--- src/shared/cis_params.svh ---
// constants for the comparator input select block
`ifndef CIS_PARAMS_SVH
`define CIS_PARAMS_SVH
`define CIS_CHSEL_W         5
`define CIS_LAST_CHANNEL    5'h0A
`define CIS_SHARED_CHANNEL  5'h03
`define CIS_DIV_W           2
`define CIS_REFSRC_INTERNAL 2'h3
`define CIS_CTRLB_MUXEN_BIT 6
`define CIS_CTRLB_DIV_HI    5
`define CIS_CTRLB_DIV_LO    4
`define CIS_CSR_IREF_BIT    6
`define CIS_CSR_RESULT_BIT  5
`define CIS_CTRLB_RESET     8'h00
`define CIS_CSR_RESET       8'h00
`define CIS_NUM_CHANNELS    11
`endif

--- src/shared/cis_pkg.sv ---
// types for the comparator input select block
package cis_pkg;
	typedef enum logic [1:0] {
		CIS_NEG_PIN,
		CIS_NEG_INTERNAL,
		CIS_NEG_RESERVED
	} cis_neg_src_e;
	typedef enum logic [1:0] {
		CIS_POS_PIN,
		CIS_POS_CHANNEL,
		CIS_POS_UNDEFINED
	} cis_pos_src_e;
endpackage

--- src/design/cis_comparator_input_select.sv ---
// comparator input selection and result synchroniser
`timescale 1ns/1ps
`include "cis_params.svh"

// =====================================================================
// module
// Notes on behaviour
// mux enable set and converter off route selected channel to positive input.
// mux enable clear or converter on selects the dedicated positive pin.
// codes 0 to 10 pick channels 0 to 10; others undefined.
// code 3 picks channel 3, shared with the current source pin.
// internal reference select clear applies dedicated negative pin.
// internal reference select set uses divided internal reference as negative input.
// divider codes 00 to 11 give full, half, quarter, eighth reference.
// software must set reference source to 11 for internal reference.
// mux enable is read/write bit 6 of control B, reset zero.
// divider select is bits 5:4 of control B, read/write, reset zero.
// internal reference select is bit 6 of comparator status, reset zero.
// comparator result is synchronised, one to two cycles of latency.
// selections decode from registered bits, effective cycle after write.
module cis_comparator_input_select
	import cis_pkg::*;
(
	// clock and reset
	input  wire logic                     clock,
	input  wire logic                     reset,
	// control register b write port
	input  wire logic                     ctrl_b_write,
	input  wire logic [7:0]               ctrl_b_wdata,
	output logic      [7:0]               ctrl_b_rdata,
	// comparator status register write port
	input  wire logic                     comp_csr_write,
	input  wire logic [7:0]               comp_csr_wdata,
	output logic      [7:0]               comp_csr_rdata,
	// converter state
	input  wire logic                     converter_enable,
	input  wire logic [`CIS_CHSEL_W-1:0]  channel_select,
	input  wire logic [1:0]               reference_source_select,
	// analog comparator core
	input  wire logic                     comparator_raw,
	// positive input selection
	output logic                          pos_use_channel,
	output logic [`CIS_NUM_CHANNELS-1:0]  pos_channel_onehot,
	// negative input selection
	output logic                          neg_use_internal,
	output logic [`CIS_DIV_W-1:0]         neg_divider,
	output logic                          neg_reserved,
	output cis_pos_src_e                  pos_source,
	output cis_neg_src_e                  neg_source,
	output logic                          comparator_result
);

	// =================================================================
	// decode helpers
	// true for the channel codes that name a real converter input
	function automatic logic cis_channel_ok(
		input logic [`CIS_CHSEL_W-1:0] code
	);
		return code <= `CIS_LAST_CHANNEL;
	endfunction

	// one-hot channel vector; undefined codes connect nothing
	function automatic logic [`CIS_NUM_CHANNELS-1:0] cis_channel_onehot(
		input logic [`CIS_CHSEL_W-1:0] code
	);
		logic [`CIS_NUM_CHANNELS-1:0] hot;
		hot = '0;
		unique case (code)
			5'h00:   hot[0]  = 1'h1;
			5'h01:   hot[1]  = 1'h1;
			5'h02:   hot[2]  = 1'h1;
			// code 3 lands on the pin shared with the current source
			`CIS_SHARED_CHANNEL: hot[3] = 1'h1;
			5'h04:   hot[4]  = 1'h1;
			5'h05:   hot[5]  = 1'h1;
			5'h06:   hot[6]  = 1'h1;
			5'h07:   hot[7]  = 1'h1;
			5'h08:   hot[8]  = 1'h1;
			5'h09:   hot[9]  = 1'h1;
			5'h0A:   hot[10] = 1'h1;
			default: hot     = '0;
		endcase
		return hot;
	endfunction

	// control b readback image; unmapped bits read zero
	function automatic logic [7:0] cis_ctrl_b_image(
		input logic                  mux_en,
		input logic [`CIS_DIV_W-1:0] div
	);
		logic [7:0] image;
		image = `CIS_CTRLB_RESET;
		image[`CIS_CTRLB_MUXEN_BIT] = mux_en;
		image[`CIS_CTRLB_DIV_HI:`CIS_CTRLB_DIV_LO] = div;
		return image;
	endfunction

	// comparator status readback image; unmapped bits read zero
	function automatic logic [7:0] cis_csr_image(
		input logic iref,
		input logic result
	);
		logic [7:0] image;
		image = `CIS_CSR_RESET;
		image[`CIS_CSR_IREF_BIT]   = iref;
		image[`CIS_CSR_RESULT_BIT] = result;
		return image;
	endfunction

	// =================================================================
	// control bits
	logic                   mux_enable_reg, mux_enable_next;
	logic [`CIS_DIV_W-1:0]  div_sel_reg, div_sel_next;
	logic                   iref_sel_reg, iref_sel_next;

	always_comb begin
		mux_enable_next = mux_enable_reg;
		div_sel_next    = div_sel_reg;
		iref_sel_next   = iref_sel_reg;
		if (ctrl_b_write) begin
			mux_enable_next = ctrl_b_wdata[`CIS_CTRLB_MUXEN_BIT];
			div_sel_next    = ctrl_b_wdata[`CIS_CTRLB_DIV_HI:`CIS_CTRLB_DIV_LO];
		end
		if (comp_csr_write) begin
			iref_sel_next = comp_csr_wdata[`CIS_CSR_IREF_BIT];
		end
	end

	always_ff @(posedge clock) begin
		if (reset) begin
			mux_enable_reg <= 1'h0;
			div_sel_reg    <= '0;
			iref_sel_reg   <= 1'h0;
		end else begin
			mux_enable_reg <= mux_enable_next;
			div_sel_reg    <= div_sel_next;
			iref_sel_reg   <= iref_sel_next;
		end
	end

	// =================================================================
	// comparator result synchroniser
	// the raw comparator can move at any time, so two flops guard it
	logic                   sync1_reg, sync1_next;
	logic                   sync2_reg, sync2_next;

	always_comb begin
		sync1_next = comparator_raw;
		sync2_next = sync1_reg;
	end

	always_ff @(posedge clock) begin
		if (reset) begin
			sync1_reg <= 1'h0;
			sync2_reg <= 1'h0;
		end else begin
			sync1_reg <= sync1_next;
			sync2_reg <= sync2_next;
		end
	end

	assign comparator_result = sync2_reg;

	// =================================================================
	// read back
	always_comb begin
		ctrl_b_rdata   = cis_ctrl_b_image(mux_enable_reg, div_sel_reg);
		comp_csr_rdata = cis_csr_image(iref_sel_reg, sync2_reg);
	end

	// =================================================================
	// positive input select, decoded from registered bits
	always_comb begin
		pos_channel_onehot = '0;
		pos_use_channel    = 1'h0;
		pos_source         = CIS_POS_PIN;
		if (mux_enable_reg && !converter_enable) begin
			if (cis_channel_ok(channel_select)) begin
				pos_use_channel    = 1'h1;
				pos_source         = CIS_POS_CHANNEL;
				pos_channel_onehot = cis_channel_onehot(channel_select);
			end else begin
				// undefined codes connect no channel at all
				pos_source = CIS_POS_UNDEFINED;
			end
		end
	end

	// =================================================================
	// negative input select
	always_comb begin
		neg_use_internal = 1'h0;
		neg_reserved     = 1'h0;
		neg_divider      = '0;
		neg_source       = CIS_NEG_PIN;
		if (iref_sel_reg) begin
			unique case (reference_source_select)
				`CIS_REFSRC_INTERNAL: begin
					neg_use_internal = 1'h1;
					neg_divider      = div_sel_reg;
					neg_source       = CIS_NEG_INTERNAL;
				end
				default: begin
					// the other source codes give no defined negative input
					neg_reserved = 1'h1;
					neg_source   = CIS_NEG_RESERVED;
				end
			endcase
		end
	end

endmodule // cis_comparator_input_select

--- config.mk ---
export PLATFORM = sky130hd
export DESIGN_NAME = cis_comparator_input_select
export DESIGN_NICKNAME = d
export VERILOG_FILES = /design/src/shared/cis_pkg.sv /design/src/design/cis_comparator_input_select.sv
export VERILOG_INCLUDE_DIRS = /design/src /design/src/shared
export SDC_FILE = /design/constraint.sdc
export NUM_CORES = 1
export LEC_CHECK = 0
export BUFFER_PORTS_ARGS = -buffer_cell sky130_fd_sc_hd__buf_2
export CAP_MARGIN = 10
export CORE_UTILIZATION = 35
export DETAILED_ROUTE_END_ITERATION = 12
export PLACE_DENSITY_LB_ADDON = 0.12
export RECOVER_POWER = 50
export SLEW_MARGIN = 10
export SYNTH_ARGS = -nofsm -noshare
export SYNTH_HDL_FRONTEND = slang
export SYNTH_SLANG_ARGS = --single-unit
--- constraint.sdc ---
create_clock -name clock -period 3 [get_ports clock]
set_input_delay 0.15 -clock clock [delete_from_list [all_inputs] [get_ports clock]]
set_output_delay 0.15 -clock clock [all_outputs]
set_load 0.005 [all_outputs]
==> flow_summary.yaml, run 1 <==
pwr:
  intPower_w: 0.000150
  power_density_mw_per_mm2: 294
  switching_share_pct: 26.2
  power_leakage_nw: 0.383
  pwr-share-comb_pct: 22.0
  power_switching_w: 0.0000531
  irDropWorstVdd_mv: 0.286
  power_w: 0.000203
  clockPowerShare_pct: 34.7
  seqPwrFrac_pct: 43.3
cells_and_area:
  fin_util_pct: 45.8
  antenna_cells: 0
  nFillCells: 165
  area_growth_pct: 23.3
  final_cells: 114
  largest_register_ffs: 2
  final_layout_size_suffix_gt1_share_pct: 44.9
  fin_nets: 129
  seqCellArea_sq_um: 120
  multi_input_area_sq_um: 313
grt:
  antenna_found_initial: 0
  grt_pass1_wl_mm: 1.71
  gr-total-overflow: 0
  grt_usage_pct: 12.3
  top_usage_layer: "met2"
  use_met2_pct: 19.1
  grt_max_degree: 10
  grt_util_met3_pct: 3.02
  grtUsageMet1_pct: 15.9
  grt_pass1_vias: 406
critical_path:
  cp_data_arrival_time_ns: 1.74
  slowest_stage: "or4b_1"
  end_kind: "output pin"
  path_delay_family: "simple AND/OR/NAND/NOR gates"
  path_max_fanout: 8
  worstSetupPathType: "flop to output pin"
  path_cells: "or4b_1, nor4b_4, buf_2"
  critPathBufInv: 1
  critical_path.startpoint_type: "flop"
  slowest_delay_ns: 0.67
  worstPathRequired_ns: 2.85
routing:
  firstDrtPassIters: 4
  drc: 0
  routed_via_density: 4.46
  final_antenna_net_count: 0
  drtIter0Drc: 6
  dr_total_vias: 508
  wl_mm: 1.00
  routedWlPerCell_um: 8.81
yosys:
  synth_most_common_cell: "buf_4"
  synth_seq_cells: 6
  netlist.area_leader.share_pct: 22.8
  async_flop_share_pct: 0
  ys_warn_count: 0
  ys_top_cells_by_area: "buf_4 (23%), dfxtp_1 (21%), nor4b_4 (8.5%)"
  synth_cells: 64
  synth.cells.most_frequent: "buf_4 (17), dfxtp_1 (6), nor3_1 (5)"
  synth_top_area_cell: "buf_4"
  synth_edf_count: 0
  avgSynthCellArea_sq_um: 8.74
  syn_area_sq_um: 559
  ys_types: 25
  synth_flop_cell: "dfxtp_1"
  synth-seq-area-share_pct: 21.5
floorplanning:
  boundaryPins: 66
  num_rows: 14
  start_util_pct: 37.1
  die_w_um: 42.0
  fp.dieH_um: 42.0
  coreArea_sq_mm: 0.00151
  die_area_sq_mm: 0.00176
timing:
  period_share_pct: 63.0
  hold_viol: 0
  fin_tns_setup_ns: 0
  finClkSkew_ns: 0.00000959
  max_freq_mhz: 530
  worst_pin_slew_ns: 0.491
  slew_headroom_pct: 66.4
  drv_slew: 0
  fin_crit_ns: 1.89
  setup_violations: 0
  rsz0062_at_grt: "false"
clocking:
  clkLatencyLatePin_ns: 0.23
  cts_tree: "yes"
  clockRootBuffer: "clkbuf_4"
  clock_path_buffers: 2
  hold_buffers: 0
  cts_num_sinks: 6
  cts_max_level: 1
  numCtsBuffers: 3
  clkTransAtPathRegs_ns: 0.04
  cts_resized: 0
  cts_setup_buffers: 0
run:
  maxCapViolCount: 0
hold_path:
  hold_path_class: "input port to flop"
placed_design:
  portBuffers: 42
  dpl.hpwl_um: 831
  gp_congestion: 0.623
  dp_cells: 111
status:
  outcome: "finished, final reports clean"
-- placed cells by master, fill, tap and decap left out, drive strengths merged --
cell type / synthesis / layout
a2111oi: 1 / 1
a21boi: 1 / 1
a21o: 1 / 1
a32o: 1 / 1
and2: 2 / 2
and3: 1 / 1
and3b: 1 / 1
buf: 20 / 36
clkbuf: 1 / 9
conb: 1 / 11
dfxtp: 6 / 6
inv: 3 / 3
mux2i: 4 / 4
nand2: 1 / 1
nand2b: 1 / 1
nand4bb: 1 / 1
nor2: 4 / 4
nor2b: 2 / 2
nor3: 5 / 5
nor4: 4 / 4
nor4b: 2 / 2
or4b: 1 / 1
-- worst register-to-register path, stage by stage, from the launching register on --
cell     delay [ns]
dfxtp_1        0.36
mux2i_1        0.15
nor2_1         0.05
-- layer usage --
layer / vias to the layer above / wire [um]
met5: - / 0
met4: 0 / 0
met3: 0 / 58
met2: 22 / 498
met1: 222 / 447
li1: 264 / -
-- worst paths after layout --
path / start / to / slack [ns] / cells after the start
worst max-delay path: mux_enable_reg / pos_channel_onehot[6] / 1.11 / 3
worst min register to register: sync1_reg / comparator_result / 0.44 / 1
worst min-delay path: comparator_raw / sync1_reg / 0.12 / 2
worst max register to register: mux_enable_reg / mux_enable_reg / 2.33 / 2
-- cell type report --
class / instances / area share [%]
multi-input combinational: 44 / 45.4
timing repair buffer: 42 / 29.4
sequential: 6 / 17.4
clock buffer: 3 / 3.27
tap: 16 / 2.90
inverter: 3 / 1.63
-- logic make-up (layout without fill, tap and decap cells) --
family / count (synthesis) / after routing / synth area share, %
multiplexers: 4 / 4 / 7.16
AO/OA/AOI/OAI: 4 / 4 / 6.04
AND/OR/NAND/NOR: 25 / 25 / 35.3
flip-flops: 6 / 6 / 21.5
buffers and inverters: 24 / 48 / 29.3
other: 1 / 11 / 0.670
-- power groups by stage --
stage / Clock [W] / Combinational [W] / Sequential, W
after CTS: 0.0000745 / 0.0000461 / 0.0000876
after detailed placement: 0 / 0.0000460 / 0.0000890
final: 0.0000702 / 0.0000446 / 0.0000877
after global routing: 0.0000820 / 0.0000503 / 0.0000884
after floorplan: 0 / 0.0000399 / 0.0000888
after global placement: 0 / 0.0000455 / 0.0000890
-- metrics by stage --
step | cell area [sq um] | hold WS (ns) | setup WS, ns
floorplan | 597 | 0.222 | 1.53
global placement | 674 | 0.370 | 1.38
detailed placement | 674 | 0.366 | 1.36
CTS | 697 | 0.118 | 1.10
global route | 689 | 0.125 | 1.00
finish | 689 | 0.124 | 1.11
No activity file was read; power rests on OpenSTA's default activity.
==> run 2, diff against run 1 <==
--- a/config.mk
+++ b/config.mk
@@ -6,9 +6,10 @@
 export SDC_FILE = /design/constraint.sdc
 export NUM_CORES = 1
 export LEC_CHECK = 0
+export ABC_AREA = 1
 export BUFFER_PORTS_ARGS = -buffer_cell sky130_fd_sc_hd__buf_2
 export CAP_MARGIN = 10
-export CORE_UTILIZATION = 35
+export CORE_UTILIZATION = 32
 export DETAILED_ROUTE_END_ITERATION = 12
 export PLACE_DENSITY_LB_ADDON = 0.12
 export RECOVER_POWER = 50
==> constraint.sdc (replaced) <==
create_clock -name clock -period 1.9 [get_ports clock]
set_input_delay 0.095 -clock clock [delete_from_list [all_inputs] [get_ports clock]]
set_output_delay 0.095 -clock clock [all_outputs]
set_load 0.005 [all_outputs]
==> run 2 against run 1 <==
The flow now finishes with violations (design-rule violations). Worst hold slack got worse by 0.065 ns. Via count rose by 23%. Sequential share of layout area fell by 0.37 points. Critical path depth did not move. Synthesized area rose by 0.45%. Count of clock-buffer cells in the layout did not move. Critical endpoint is now pos_channel_onehot[8]. Largest power group unchanged.
==> flow_summary.yaml, run 2 <==
yosys:
  synth_seq_cells: 6
  synth-seq-area-share_pct: 21.4
  netlist.area_leader.share_pct: 22.7
  synth.cells.most_frequent: "buf_4 (17), nand2_1 (15), nor2_1 (14)"
  synth_top_area_cell: "buf_4"
  synth_cells: 89
  synth_edf_count: 0
  synth_most_common_cell: "buf_4"
  async_flop_share_pct: 0
  ys_top_cells_by_area: "buf_4 (23%), dfxtp_1 (21%), nand2_1 (10%)"
  ys_warn_count: 0
  synth_flop_cell: "dfxtp_1"
  syn_area_sq_um: 562
  avgSynthCellArea_sq_um: 6.31
  ys_types: 17
timing:
  max_freq_mhz: 767
  setup_violations: 0
  layout_setup_ws_ns: 0.596
  fin_tns_setup_ns: 0
  whs_ns: 0.0587
  finClkSkew_ns: 0.0000551
  rsz0062_at_grt: "false"
  period_share_pct: 68.6
  drv_slew: 0
  hold_viol: 0
  fin_crit_ns: 1.30
critical_path:
  worstPathRequired_ns: 1.80
  worstSetupPathType: "flop to output pin"
  slowest_stage: "dfxtp_1"
  slowest_delay_ns: 0.35
  critical_path.startpoint_type: "flop"
  end_kind: "output pin"
  critPathBufInv: 1
  crit_start: "mux_enable_reg"
  path_cells: "nand2_2, nor4_1, buf_2"
  cp_data_arrival_time_ns: 1.21
  rr_startpoint: "iref_sel_reg"
  path_max_fanout: 12
  path_delay_family: "simple AND/OR/NAND/NOR gates"
grt:
  grt_pass1_vias: 441
  grt_util_met3_pct: 1.25
  gr-total-overflow: 0
  top_usage_layer: "met2"
  grt_pass1_wl_mm: 1.75
  grt_max_degree: 13
  grt_usage_pct: 11.9
  antenna_found_initial: 0
  use_met2_pct: 19.7
  grtUsageMet1_pct: 14.8
clocking:
  cts_max_level: 1
  cts_resized: 0
  cts_num_sinks: 6
  hold_buffers: 0
  cts_tree: "yes"
  clock_path_buffers: 2
  clockRootBuffer: "clkbuf_4"
  clkTransAtPathRegs_ns: 0.04
  clkLatencyLatePin_ns: 0.24
  cts_setup_buffers: 0
  numCtsBuffers: 3
floorplanning:
  die_area_sq_mm: 0.00193
  start_util_pct: 35.6
  coreArea_sq_mm: 0.00158
  fp.dieH_um: 43.9
  die_w_um: 43.9
  num_rows: 14
  boundaryPins: 66
cells_and_area:
  largest_register_ffs: 2
  area_growth_pct: 25.4
  antenna_cells: 0
  final_common_cell: "buf_2"
  fin_nets: 157
  fin_util_pct: 44.7
  final_layout_size_suffix_gt1_share_pct: 38.9
  final_cell_mix: "buf_2 (33), nand2_1 (15), nor2_1 (14)"
pwr:
  power_w: 0.000329
  power_density_mw_per_mm2: 466
  irDropWorstVdd_mv: 0.349
  power_leakage_nw: 0.409
placed_design:
  portBuffers: 42
  dpl.hpwl_um: 960
  preCtsSetupSlack_ns: 0.855
  gp_congestion: 0.849
routing:
  routedWlPerCell_um: 8.23
  firstDrtPassIters: 9
  dr_total_vias: 624
  routed_via_density: 4.39
  drc: 7
  final_antenna_net_count: 0
  wl_mm: 1.17
  drtIter0Drc: 14
run:
  maxCapViolCount: 0
status:
  outcome: "finished, violations left"
  violations: "design-rule violations"
hold_path:
  hold_path_class: "input port to flop"
  worstHoldStart: "comparator_raw"
run 2: cell types whose count changed after synthesis, moves of 4 or more:
cell     before  now
a21oi_1       0    4
nand2_1       1   15
mux2i_1       4    0
nor2_1        4   14
inv_1         3   10
run 2: routing by layer:
layer	wire, um	vias up	part of all wire (%)
li1	-	322	-
met1	499	266	43
met2	565	36	48
met3	102	0	8.7
met4	0	0	0
met5	0	-	0
run 2: layout make-up:
type / instances / area [sq um]
inverters: 12 / 45.0
fillers: 179 / 872
multi-input cells: 63 / 295
flip-flops and latches: 6 / 120
repair buffers: 42 / 201
well taps: 16 / 20.0
clock buffers: 3 / 22.5
run 2: cell families (layout without fill, tap and decap cells):
logic type / Yosys count / after routing / share of synthesized area (%)
buffers and inverters: 30 / 57 / 32.7
other: 1 / 11 / 0.668
flip-flops: 6 / 6 / 21.4
AO/OA/AOI/OAI: 5 / 5 / 4.45
AND/OR/NAND/NOR: 47 / 47 / 40.8
run 2: final timing paths:
check                           to  slack [ns]  cells after the start
max          pos_channel_onehot[8]        0.60                      3
max reg2reg           iref_sel_reg        1.14                      4
min reg2reg      comparator_result        0.40                      2
min                      sync1_reg        0.06                      3
run 2: stage by stage:
step | area (sq um) | std cells
floorplan | 599 | 99
global placement | 691 | 139
detailed placement | 691 | 139
CTS | 713 | 142
global route | 704 | 142
finish | 704 | 142
run 2: report_power, final:
group          switching, W  internal [W]  leakage, nW
registers        0.00000367      0.000133       0.0495
logic             0.0000484     0.0000292        0.346
clock network     0.0000430     0.0000712       0.0138
total             0.0000950      0.000234        0.409
run 2: worst reg2reg max path: cells and delay by family (launching register included):
family,cells,cell delay (ns)
AO/OA/AOI/OAI,1,0.12
buffers and inverters,1,0.12
flip-flops,1,0.30
AND/OR/NAND/NOR,2,0.10
==> run 3, diff against run 2 <==
--- a/config.mk
+++ b/config.mk
@@ -9,7 +9,7 @@
 export ABC_AREA = 1
 export BUFFER_PORTS_ARGS = -buffer_cell sky130_fd_sc_hd__buf_2
 export CAP_MARGIN = 10
-export CORE_UTILIZATION = 32
+export CORE_UTILIZATION = 29
 export DETAILED_ROUTE_END_ITERATION = 12
 export PLACE_DENSITY_LB_ADDON = 0.12
 export RECOVER_POWER = 50
==> constraint.sdc (replaced) <==
create_clock -name clock -period 1.12 [get_ports clock]
set_input_delay 0.056 -clock clock [delete_from_list [all_inputs] [get_ports clock]]
set_output_delay 0.056 -clock clock [all_outputs]
set_load 0.005 [all_outputs]
==> run 3 against run 2 <==
The flow now finishes without violations. Die area is 9.9% higher. Core utilization down 2.0 points. Register-to-register slack worse by 0.76 ns. Clock skew is essentially flat. Combinational power is 80% higher. Highest routed layer unchanged. Critical path type unchanged. Count of clock-buffer cells in the layout unchanged.
==> flow_summary.yaml, run 3 (same netlist as run 2, synthesis figures left out) <==
critical_path:
  worstPathRequired_ns: 1.06
  critical_path.startpoint_type: "flop"
  reg2reg_depth: 4
  critPathCapture: "pos_channel_onehot[7]"
  crit_start: "mux_enable_reg"
  r2r_slack_ns: 0.38
  path_max_fanout: 6
  end_kind: "output pin"
  crit_cells: 3
  slowest_stage: "dfxtp_4"
  slowest_delay_ns: 0.36
  path_delay_family: "flip-flops"
  critPathBufInv: 1
  path_cells: "nand2_4, nor4_2, buf_2"
  worstSetupPathType: "flop to output pin"
  rr_startpoint: "iref_sel_reg"
  rr_endpoint: "iref_sel_reg"
  cp_data_arrival_time_ns: 1.05
routing:
  drtIter0Drc: 11
  drc: 0
  routedWlPerCell_um: 8.46
  wl_mm: 1.30
  routed_via_density: 4.08
  wl_met2_um: 638
  dr_total_vias: 625
  firstDrtPassIters: 5
  wl_met1_um: 563
  top_layer_used: "met3"
  route.met3.wl_um: 93
  final_antenna_net_count: 0
pwr:
  seqPwrFrac_pct: 40.9
  irDropWorstVdd_mv: 0.570
  intPower_w: 0.000399
  clockPowerShare_pct: 34.5
  pwr-share-comb_pct: 24.7
  power_leakage_nw: 0.434
  power_switching_w: 0.000170
  power_density_mw_per_mm2: 755
  switching_share_pct: 29.9
  power_w: 0.000569
status:
  outcome: "finished, final reports clean"
clocking:
  clkTransAtPathRegs_ns: 0.05
  cts_max_level: 1
  clockRootBuffer: "clkbuf_4"
  cts_num_sinks: 6
  numCtsBuffers: 3
  clock_path_buffers: 2
  cts_tree: "yes"
  clkLatencyLatePin_ns: 0.24
timing:
  fin_tns_setup_ns: 0
  fin_crit_ns: 1.11
  layout_setup_ws_ns: 0.0123
  hold_viol: 0
  rsz0062_at_grt: "true"
  setup_violations: 0
  drv_slew: 0
  finClkSkew_ns: 0.0000512
  period_share_pct: 98.9
  max_freq_mhz: 903
floorplanning:
  die_area_sq_mm: 0.00212
  start_util_pct: 31.8
  fp.dieH_um: 46.0
  coreArea_sq_mm: 0.00176
  die_w_um: 46.0
  num_rows: 15
  boundaryPins: 66
placed_design:
  portBuffers: 42
  place_area_sq_um: 702
  preCtsSetupSlack_ns: 0.145
  gp_congestion: 0.820
  dpl.hpwl_um: 994
grt:
  grt_usage_pct: 11.8
  gr-total-overflow: 0
  grt_max_degree: 9
  antenna_found_initial: 0
  grt_pass1_wl_mm: 1.86
  grt_pass1_vias: 473
cells_and_area:
  final_cell_area_sq_um: 753
  antenna_cells: 0
  final_layout_size_suffix_gt1_share_pct: 43.8
  fin_util_pct: 42.7
  fin_nets: 159
  largest_register_ffs: 2
  nFillCells: 216
  final_cell_mix: "buf_2 (37), nand2_1 (15), nor2_1 (14)"
  final_common_cell: "buf_2"
  area_growth_pct: 34.1
run:
  maxCapViolCount: 0
hold_path:
  hold_path_class: "input port to flop"
run 3: cell types whose count changed in the layout (fill, tap and decap cells not counted), moves of 2 or more:
| cell | delta |
|---|---|
| buf_2 | +4 |
| clkbuf_1 | -2 |
| clkbuf_2 | -2 |
| nor4_1 | -2 |
| nor4_2 | +2 |
run 3: metal layers:
layer	track usage, %	vias to the layer above
met5	0	-
met4	5.29	0
met3	1.19	0
met2	20.0	32
met1	14.9	263
li1	-	330
run 3: power groups by stage:
| stage | Clock [W] | Combinational (W) | Sequential, W |
|---|---|---|---|
| final | 0.000196 | 0.000140 | 0.000233 |
| after global routing | 0.000210 | 0.000161 | 0.000234 |
| after CTS | 0.000207 | 0.000140 | 0.000233 |
| after detailed placement | 0 | 0.000133 | 0.000236 |
| after global placement | 0 | 0.000133 | 0.000236 |
| after floorplan | 0 | 0.000108 | 0.000236 |
run 3: area by class of cell:
type / count / area, sq um / share of cell area [%]
Multi-Input combinational cell: 64 / 319 / 42.4
Timing Repair Buffer: 43 / 211 / 28.1
Sequential cell: 6 / 124 / 16.4
Inverter: 12 / 45.0 / 5.98
Tap cell: 25 / 31.3 / 4.15
Clock buffer: 3 / 22.5 / 2.99
run 3: worst register-to-register path: stages, from the launching register on:
cell     delay [ns]
dfxtp_1        0.30
inv_1          0.12
nor2_1         0.05
a21oi_1        0.11
nor2_1         0.05
run 3: stage by stage:
stage | std cells | hold WS, ns
floorplan | 99 | 0.125
global placement | 148 | 0.262
detailed placement | 148 | 0.263
CTS | 153 | 0.00545
global route | 153 | 0.0119
finish | 153 | 0.0117
run 3: how the worst min path moves through the flow:
stage                     slack, ns            from  depth (start not counted)              to
after floorplan                0.13           reset                          1  div_sel_reg[0]
after global routing           0.01  comparator_raw                          3       sync1_reg
after global placement         0.26  comparator_raw                          3       sync1_reg
final                          0.01  comparator_raw                          3       sync1_reg
after detailed placement       0.26  comparator_raw                          3       sync1_reg
after CTS                     0.005  comparator_raw                          3       sync1_reg
run 3: what timing repair did:
| item | 4_1_cts | 5_1_grt |
|---|---|---|
| buffers inserted | 1 | 0 |
| endpoints found under the hold margin | 0 | 0 |
| gates cloned | 1 | 0 |
| pin swaps | 2 | 0 |
| endpoints found under the setup margin | 11 | 8 |
| resized for setup | 3 | 2 |
| hold buffers | 0 | 0 |
